File: src/core/index_home_mux_pkg.sv
// Constants and encodings for the decoder index/home pin multiplexer
// Notes on behaviour
// - With the index-pin SPI route bit set, the index pin carries the second SPI port's data-in/out line.
// - With the home-pin SPI route bit set, the home pin carries the second SPI port's slave-select line.
// - On the full-featured variant the index pin comes out of reset as the decoder index input.
// - On the full-featured variant the home pin comes out of reset as the decoder home input.
// - Clearing bit 2 of the port C pull-up enable register turns off the index pin pull-up.
// - Clearing bit 3 of the port C pull-up enable register turns off the home pin pull-up.
// - An SPI slave that is not selected leaves its data-out line undriven.
// - As a slave, each data-out bit is driven half a clock before the master samples it.
// - As SPI master, slave select is an input used to arbitrate between masters.
// - As SPI slave, slave select is the input that addresses this device.
// - As port lines, each pin is individually an input or an output.
// - As SPI master, the index pin is never driven; it carries the data coming in from the slave.
package index_home_mux_pkg;

	// Pin positions inside the port C pull-up register
	localparam int unsigned PUR_WIDTH = 8;
	localparam int unsigned PUR_INDEX_BIT = 2;
	localparam int unsigned PUR_HOME_BIT = 3;
	localparam logic [7:0] PUR_RESET = 8'hff;

	// Pin function encoding
	typedef enum logic [1:0] {
		FN_DECODER = 2'b00,
		FN_TIMER = 2'b01,
		FN_SPI = 2'b10,
		FN_PORT = 2'b11
	} pin_fn_e;

	// Reset function on the reduced variant: port line, input
	localparam logic [1:0] FN_RESET_REDUCED = 2'b11;

endpackage : index_home_mux_pkg

File: src/core/decoder_index_home_pin_mux.sv
// Function mux for the decoder index and home pins
`timescale 1ns/10ps
module decoder_index_home_pin_mux
	import index_home_mux_pkg::*;
#(
	parameter bit FULL_VARIANT = 1'b1
) (
	// Clock and reset
	input wire logic ref_clk,
	input wire logic reset_n,
	// Configuration
	input wire logic index_pin_spi_route,
	input wire logic home_pin_spi_route,
	input wire logic index_pin_timer_route,
	input wire logic home_pin_timer_route,
	input wire logic index_pin_port_route,
	input wire logic home_pin_port_route,
	input wire logic [index_home_mux_pkg::PUR_WIDTH-1:0] port_c_pullup_enable_reg,
	// Timer B channels two and three
	input wire logic timer_b_channel_two_out,
	input wire logic timer_b_channel_two_drive,
	output logic timer_b_channel_two_in,
	input wire logic timer_b_channel_three_out,
	input wire logic timer_b_channel_three_drive,
	output logic timer_b_channel_three_in,
	// SPI port two
	input wire logic spi_master_mode,
	input wire logic spi_data_out,
	output logic spi_port_two_data_in_out,
	output logic spi_port_two_slave_select,
	// Port C lines two and three
	input wire logic port_c_line_two_out,
	input wire logic port_c_line_two_dir_out,
	input wire logic port_c_line_three_out,
	input wire logic port_c_line_three_dir_out,
	output logic port_c_line_two,
	output logic port_c_line_three,
	// Decoder
	output logic decoder_index_pin,
	output logic decoder_home_pin,
	// Index pad
	input wire logic index_pad_in,
	output logic index_pad_out,
	output logic index_pad_oe_n,
	output logic index_pad_pullup,
	// Home pad
	input wire logic home_pad_in,
	output logic home_pad_out,
	output logic home_pad_oe_n,
	output logic home_pad_pullup
);
	import index_home_mux_pkg::*;

	////////////////////////////////////////////////////////////////////////
	// Function selection
	logic [1:0] index_fn, home_fn;
	logic [1:0] fn_default;
	logic cfg_touched_q, cfg_touched_d;
	logic any_route;

	assign any_route = index_pin_spi_route | home_pin_spi_route | index_pin_timer_route
		| home_pin_timer_route | index_pin_port_route | home_pin_port_route;
	// Reduced part parks on a port input until software programs a route
	assign fn_default = FULL_VARIANT ? 2'(FN_DECODER) : FN_RESET_REDUCED;

	always_comb begin
		cfg_touched_d = cfg_touched_q | any_route;
		if (!reset_n) begin
			cfg_touched_d = 1'b0;
		end
	end

	always_ff @(posedge ref_clk) begin
		cfg_touched_q <= cfg_touched_d;
	end

	// SPI route outranks timer and port routes
	always_comb begin
		index_fn = fn_default;
		if (index_pin_spi_route) begin
			index_fn = 2'(FN_SPI);
		end else if (index_pin_timer_route) begin
			index_fn = 2'(FN_TIMER);
		end else if (index_pin_port_route) begin
			index_fn = 2'(FN_PORT);
		end
		home_fn = fn_default;
		if (home_pin_spi_route) begin
			home_fn = 2'(FN_SPI);
		end else if (home_pin_timer_route) begin
			home_fn = 2'(FN_TIMER);
		end else if (home_pin_port_route) begin
			home_fn = 2'(FN_PORT);
		end
	end

	////////////////////////////////////////////////////////////////////////
	// SPI data-out enable
	logic ss_active;
	logic spi_drive;
	// Slave select is active low on the home pin
	assign ss_active = home_pin_spi_route & ~home_pad_in;
	// Slave drives only while addressed; master never drives, the index pin is then its data input
	assign spi_drive = spi_master_mode ? 1'b0 : ss_active;
	// Shift timing belongs to the SPI core: it presents each bit half a clock early
	// and this path adds one flop, kept small against the SPI bit period.

	////////////////////////////////////////////////////////////////////////
	// Pads
	pin_cell u_index (
		.ref_clk(ref_clk),
		.reset_n(reset_n),
		.fn(index_fn),
		.pullup_en(port_c_pullup_enable_reg[PUR_INDEX_BIT]),
		.timer_out(timer_b_channel_two_out),
		.timer_drive(timer_b_channel_two_drive),
		.spi_out(spi_data_out),
		.spi_drive(spi_drive),
		.port_out(port_c_line_two_out),
		.port_drive(port_c_line_two_dir_out),
		.pad_in(index_pad_in),
		.pad_out(index_pad_out),
		.pad_oe_n(index_pad_oe_n),
		.pad_pullup(index_pad_pullup)
	);

	pin_cell u_home (
		.ref_clk(ref_clk),
		.reset_n(reset_n),
		.fn(home_fn),
		.pullup_en(port_c_pullup_enable_reg[PUR_HOME_BIT]),
		.timer_out(timer_b_channel_three_out),
		.timer_drive(timer_b_channel_three_drive),
		.spi_out(1'b0),
		.spi_drive(1'b0),
		.port_out(port_c_line_three_out),
		.port_drive(port_c_line_three_dir_out),
		.pad_in(home_pad_in),
		.pad_out(home_pad_out),
		.pad_oe_n(home_pad_oe_n),
		.pad_pullup(home_pad_pullup)
	);

	////////////////////////////////////////////////////////////////////////
	// Inbound routing, registered; idle values are inactive levels
	logic idx_dec_d, hom_dec_d, tb2_d, tb3_d, miso_d, ss_d, pc2_d, pc3_d;

	always_comb begin
		idx_dec_d = (index_fn == 2'(FN_DECODER)) ? index_pad_in : 1'b0;
		hom_dec_d = (home_fn == 2'(FN_DECODER)) ? home_pad_in : 1'b0;
		tb2_d = (index_fn == 2'(FN_TIMER)) ? index_pad_in : 1'b0;
		tb3_d = (home_fn == 2'(FN_TIMER)) ? home_pad_in : 1'b0;
		miso_d = (index_fn == 2'(FN_SPI)) ? index_pad_in : 1'b0;
		// Unrouted select reads high: not selected, no master contention
		ss_d = (home_fn == 2'(FN_SPI)) ? home_pad_in : 1'b1;
		pc2_d = (index_fn == 2'(FN_PORT)) ? index_pad_in : 1'b0;
		pc3_d = (home_fn == 2'(FN_PORT)) ? home_pad_in : 1'b0;
		if (!reset_n) begin
			idx_dec_d = 1'b0;
			hom_dec_d = 1'b0;
			tb2_d = 1'b0;
			tb3_d = 1'b0;
			miso_d = 1'b0;
			ss_d = 1'b1;
			pc2_d = 1'b0;
			pc3_d = 1'b0;
		end
	end

	always_ff @(posedge ref_clk) begin
		decoder_index_pin <= idx_dec_d;
		decoder_home_pin <= hom_dec_d;
		timer_b_channel_two_in <= tb2_d;
		timer_b_channel_three_in <= tb3_d;
		spi_port_two_data_in_out <= miso_d;
		spi_port_two_slave_select <= ss_d;
		port_c_line_two <= pc2_d;
		port_c_line_three <= pc3_d;
	end

	logic unused_touch;
	assign unused_touch = cfg_touched_q;

endmodule : decoder_index_home_pin_mux

File: src/core/pin_cell.sv
// One multiplexed pin: function select, drive and pull-up
`timescale 1ns/10ps
module pin_cell
	import index_home_mux_pkg::*;
(
	// Clock and reset
	input wire logic ref_clk,
	input wire logic reset_n,
	// Selection
	input wire logic [1:0] fn,
	input wire logic pullup_en,
	// Candidate drivers per function, active high enable
	input wire logic timer_out,
	input wire logic timer_drive,
	input wire logic spi_out,
	input wire logic spi_drive,
	input wire logic port_out,
	input wire logic port_drive,
	// Pad
	input wire logic pad_in,
	output logic pad_out,
	output logic pad_oe_n,
	output logic pad_pullup
);
	logic out_d, oe_n_d, pu_d;

	always_comb begin
		out_d = 1'b0;
		oe_n_d = 1'b1;
		pu_d = pullup_en;
		unique case (pin_fn_e'(fn))
			FN_DECODER: begin
				oe_n_d = 1'b1;
			end
			FN_TIMER: begin
				out_d = timer_out;
				oe_n_d = ~timer_drive;
			end
			FN_SPI: begin
				out_d = spi_out;
				oe_n_d = ~spi_drive;
			end
			FN_PORT: begin
				out_d = port_out;
				oe_n_d = ~port_drive;
			end
		endcase
		if (!reset_n) begin
			out_d = 1'b0;
			oe_n_d = 1'b1;
			pu_d = 1'b1;
		end
	end

	always_ff @(posedge ref_clk) begin
		pad_out <= out_d;
		pad_oe_n <= oe_n_d;
		pad_pullup <= pu_d;
	end

	// Pad input is unused here; consumers read it directly
	logic unused_in;
	assign unused_in = pad_in;

endmodule : pin_cell

File: config.mk
export PLATFORM = sky130hd
export DESIGN_NAME = decoder_index_home_pin_mux
export DESIGN_NICKNAME = d
export VERILOG_FILES = /design/src/core/index_home_mux_pkg.sv /design/src/core/decoder_index_home_pin_mux.sv /design/src/core/pin_cell.sv
export SDC_FILE = /design/constraint.sdc
export NUM_CORES = 1
export LEC_CHECK = 0
export ABC_AREA = 1
export BUFFER_PORTS_ARGS = -buffer_cell sky130_fd_sc_hd__clkbuf_2
export CAP_MARGIN = 20
export CORE_MARGIN = 1
export CORE_UTILIZATION = 35
export DETAILED_ROUTE_END_ITERATION = 16
export PLACE_DENSITY = 0.78
export SETUP_SLACK_MARGIN = 0.15
export SYNTH_ARGS = -nofsm -noshare
export SYNTH_HDL_FRONTEND = slang
export SYNTH_SLANG_ARGS = --single-unit
export TNS_END_PERCENT = 30
File: constraint.sdc
create_clock -name ref_clk -period 0.8 [get_ports ref_clk]
set_input_delay 0.08 -clock ref_clk [delete_from_list [all_inputs] [get_ports ref_clk]]
set_output_delay 0.08 -clock ref_clk [all_outputs]
set_load 0.05 [all_outputs]
# After elaboration in Yosys (flattened, before gate mapping)
# Cells that the tools add are included.
# totals
out_inout_bits,14
elab_cells,49
in_bits,28
ff_bits,14
# classes
n_bitwise,7
n_mux,11
n_eq_ne,6
n_reduce_logical,11
# op_table
op,count
2-bit AND reduction,8
2-bit 2-to-1 mux,6
"2-bit equality test, second input constant",4
1-bit inverter,6
1-bit case mux with 3 select lines,2
"2-bit by 1-bit equality test with 1-bit output, second input constant",2
2-bit zero test,2
1-bit case mux with 4 select lines,1
1-bit case mux with 2 select lines,1
2-bit OR reduction,1
1-bit bitwise AND,1
1-bit 2-to-1 mux,1

# Depth between registers and ports, before layout
# depth
word_depth,6
mapped_depth,6
mapped_depth_nobuf,6

# Cells and area by module
# A second synthesis with hierarchy kept.
# hier_totals
cells_unflattened,77
hier_area_um2,590.6
# modules_own_cells
mod,instances,seq_area_each_um2,area_each_um2,cells_each
decoder_index_home_pin_mux,1,160.2,312.8,41
pin_cell,2,60.1,138.9,18

# Least setup slack after synthesis
# OpenSTA, ideal clock, no wires.
# synth_path
path_type,register to output
start,register decoder_home_pin
end,output decoder_home_pin
t_arrival_ps,587
stages_incl_launch_ff,1
path_buffers,0
path_slack_ps,133
required_ps,720
cell_sequence,dfxtp_1
# synth_rtl
item,line,text
from (decl),decoder_index_home_pin_mux.sv:40,"output logic decoder_home_pin,"
from (signal assigned),decoder_index_home_pin_mux.sv:172,decoder_home_pin <= hom_dec_d;
# No word-level cell between the ends.

# Worst setup path after layout
# layout_path
start,register u_home.pad_oe_n
end,output home_pad_oe_n
# layout_rtl
item,line,text
from (decl),pin_cell.sv:22,"output logic pad_oe_n,"
from (signal assigned),pin_cell.sv:57,pad_oe_n <= oe_n_d;
to (decl),decoder_index_home_pin_mux.sv:49,"output logic home_pad_oe_n,"
# No word-level cell between the ends.

==> results_tabular.tex <==
\begin{tabular}{lr}
\hline
Metric & Value \\
\hline
\multicolumn{2}{l}{\textbf{Outcome}} \\
Outcome & finished, violations left \\
Failing checks & negative hold slack, negative setup slack \\
\multicolumn{2}{l}{\textbf{Final layout}} \\
Diodes inserted & 0 \\
Final non-filler cell area & 878.3 µm² \\
Signed area change from the synthesized netlist to the final layout & 80.46\% \\
Total Nets Final & 130 \\
Layout filler cell count & 100 \\
Fraction of layout instances using a drive strength above 1 & 60.00\% \\
\multicolumn{2}{l}{\textbf{STA}} \\
Final period util & 108.2\% \\
Final Setup Violations & 14 \\
Fmax & 1.155 GHz \\
Worst-case headroom to the max-slew limit & 83.87\% \\
Worst-Margin Slew & 239.9 ps \\
Max-slew violation total from the final report & 0 \\
Time the worst path needs with I/O delays and setup & 865.6 ps \\
Worst hold slack across all endpoints & -30.24 ps \\
Post-route setup slack & -65.59 ps \\
Final hold viol count & 3 \\
Setup repair after global routing missed its margin & true \\
\multicolumn{2}{l}{\textbf{Global route}} \\
Global router's overall resource usage & 17.10\% \\
Initial antenna violation count & 0 \\
Maximum number of pins on one net before global-route repair & 8 \\
Wire length of the first global-routing pass & 1.697 mm \\
Gr ovfl total & 0 \\
Number of global-route vias before repair & 402 \\
\multicolumn{2}{l}{\textbf{Synthesis}} \\
Total number of yosys warnings & 0 \\
Post-synth ARST share & 0\% \\
Number of library cell types mapped by synthesis & 14 \\
Synth top area share & 57.58\% \\
Leading post-synthesis cells by cell area & sky130\_fd\_sc\_hd\_\_dfxtp\_1 58\%, sky130\_fd\_sc\_hd\_\_nor2\_1 11\%, sky130\_fd\_sc\_hd\_\_nand2\_1 10\%, sky130\_fd\_sc\_hd\_\_nand3\_1 4.1\%, sky130\_fd\_sc\_hd\_\_inv\_1 3.1\% \\
Synth Flop Type & sky130\_fd\_sc\_hd\_\_dfxtp\_1 \\
Mean instance size in the synthesized netlist & 7.979 µm² \\
Biggest area consumer among synthesized cells & sky130\_fd\_sc\_hd\_\_dfxtp\_1 \\
Sequential-to-total area share from yosys stat & 57.58\% \\
Number of flops mapped to enable cells by yosys & 0 \\
\#FFs+latches synth & 14 \\
Post-synthesis net count & 89 \\
Number of instances in the synthesized netlist & 61 \\
Summed instance area of the synthesized netlist & 486.7 µm² \\
Synth top cells by count & 14 x sky130\_fd\_sc\_hd\_\_dfxtp\_1, 14 x sky130\_fd\_sc\_hd\_\_nor2\_1, 13 x sky130\_fd\_sc\_hd\_\_nand2\_1 \\
\multicolumn{2}{l}{\textbf{Floorplan}} \\
FP Rows & 13 \\
Total core area & 1301 µm² \\
Starting density of the core & 37.40\% \\
Height of the die & 39.29 µm \\
Total Die Area & 1544 µm² \\
Horizontal die dimension & 39.29 µm \\
I/O pins & 42 \\
\multicolumn{2}{l}{\textbf{Routing}} \\
Antenna violation net count after detailed routing & 0 \\
Routed wirelength normalized by instance count & 10.96 µm \\
Final WL & 1.260 mm \\
Number of detailed-route iterations in the first pass & 4 \\
Vias after detailed routing & 517 \\
Starting DRC count in detailed routing & 15 \\
Count of unresolved DRC violations after routing & 0 \\
Vias per cell & 4.496 \\
\multicolumn{2}{l}{\textbf{Placed design}} \\
HPWL after detailed placement & 848.8 µm \\
Placement-stage cell area & 693.2 µm² \\
Total of buffers placed on input and output ports & 35 \\
Final GP Congestion & 0.7812 \\
\multicolumn{2}{l}{\textbf{Worst setup path}} \\
List of cells traversed by the critical path & clkbuf\_16 \\
Count of buffer and inverter cells on the critical path & 1 \\
CP Data Required Time & 720 ps \\
Sort of element at the start of the critical path & flip-flop \\
Crit path max fanout & 1 \\
Arrival time reported for the critical path endpoint & 790 ps \\
Critical Path Sink Type & primary output \\
Kind of cell with the highest combined delay on the critical path & flip-flops \\
Crit-path max cell delay & 340 ps \\
Worst-path cell with the longest stage delay & sky130\_fd\_sc\_hd\_\_dfxtp\_2 \\
CP Class & flip-flop to primary output \\
\multicolumn{2}{l}{\textbf{Clocking}} \\
CTS tree & built \\
Clock slew at reported path FFs & 80 ps \\
Library cell used as clock root buffer & sky130\_fd\_sc\_hd\_\_clkbuf\_4 \\
Total CTS buffers & 3 \\
Number of buffers inserted by post-CTS setup repair & 0 \\
Clk sink count & 14 \\
Number of buffers on the longest clock path & 2 \\
H-tree levels & 1 \\
\multicolumn{2}{l}{\textbf{Pwr}} \\
Largest vdd supply drop & 0.6316 mV \\
Power density over the cells & 1663 nW/µm² \\
Leak Pwr & 0.4438 nW \\
\multicolumn{2}{l}{\textbf{Min path}} \\
Hold WC Path Type & input pin to flip-flop \\
\multicolumn{2}{l}{\textbf{Run}} \\
Count of maximum capacitance violations & 0 \\
\hline
\end{tabular}
-- metrics by stage --
stage                     utilization (%)  setup WS (ps)  setup TNS [ps]  power (mW)  instances
after floorplan                         -          132.7               0      0.9063         61
after global placement              53.27          83.96               0       1.000        112
after detailed placement            53.27          36.39               0       1.004        112
after CTS                           66.15         -65.32          -753.6       1.439        115
after global routing                67.50         -83.13          -939.7       1.532        115
final                               67.50         -65.59          -580.5       1.460        115
-- cell families (layout without fill, tap and decap cells) --
kind of cell | Yosys count | after routing | synth area share [%]
flops | 14 | 14 | 57.58
compound gates | 2 | 2 | 2.570
simple gates | 38 | 38 | 34.45
buf+inv | 7 | 46 | 5.397
-- layout by cell type (no fill, tap or decap) --
| cell type | n |
|---|---|
| sky130_fd_sc_hd__nand3_1 | 4 |
| sky130_fd_sc_hd__dfxtp_2 | 14 |
| sky130_fd_sc_hd__inv_1 | 4 |
| sky130_fd_sc_hd__or2_2 | 2 |
| sky130_fd_sc_hd__buf_8 | 13 |
| sky130_fd_sc_hd__or2_0 | 1 |
| sky130_fd_sc_hd__o31ai_1 | 1 |
| sky130_fd_sc_hd__clkbuf_16 | 1 |
| sky130_fd_sc_hd__clkbuf_2 | 21 |
| sky130_fd_sc_hd__inv_2 | 3 |
| sky130_fd_sc_hd__nand3_2 | 1 |
| sky130_fd_sc_hd__nand4_1 | 1 |
| sky130_fd_sc_hd__a21oi_1 | 1 |
| sky130_fd_sc_hd__nor2_1 | 14 |
| sky130_fd_sc_hd__clkbuf_4 | 3 |
| sky130_fd_sc_hd__nand2_1 | 13 |
| sky130_fd_sc_hd__buf_4 | 1 |
| sky130_fd_sc_hd__nand2_2 | 1 |
| sky130_fd_sc_hd__nor3_1 | 1 |
-- cell type report --
class | instances | area [µm²] | area share (%)
Multi-Input combinational cell | 40 | 180.2 | 20.51
Inverter | 7 | 26.28 | 2.991
Timing Repair Buffer | 36 | 332.8 | 37.89
Clock buffer | 3 | 22.52 | 2.564
Sequential cell | 14 | 297.8 | 33.90
Tap cell | 15 | 18.77 | 2.137
-- flip-flops by register name, summed over array words and instances, names as in the netlist --
name / cells
decoder_home_pin: 1
decoder_index_pin: 1
port_c_line_three: 1
port_c_line_two: 1
spi_port_two_data_in_out: 1
spi_port_two_slave_select: 1
timer_b_channel_three_in: 1
timer_b_channel_two_in: 1
u_home.pad_oe_n: 1
u_home.pad_out: 1
u_home.pad_pullup: 1
u_index.pad_oe_n: 1
u_index.pad_out: 1
u_index.pad_pullup: 1
-- per-layer routing --
metal / global-route usage [%] / vias up / share of wire (%)
met5: 0 / - / 0
met4: 10.34 / 0 / 1.7
met3: 3.409 / 3 / 4.8
met2: 27.08 / 22 / 54
met1: 21.03 / 227 / 40
li1: - / 265 / -
-- report_power, final --
part	switching (mW)	internal [mW]
sequential	0.0177	0.728
combinational	0.175	0.140
clock	0.224	0.175
-- worst paths after layout --
| path | end | startpoint | slack (ps) | cells past startpoint |
|---|---|---|---|---|
| max | home_pad_oe_n | u_home.pad_oe_n | -70 | 1 |
| min | decoder_home_pin | home_pin_port_route | -30 | 2 |
-- timing repair --
item	4_1_cts	5_1_grt
endpoints found under the setup margin	14	14
gates resized for setup	38	14
endpoints found under the hold margin	3	3
(Power assumes the default switching activity.)
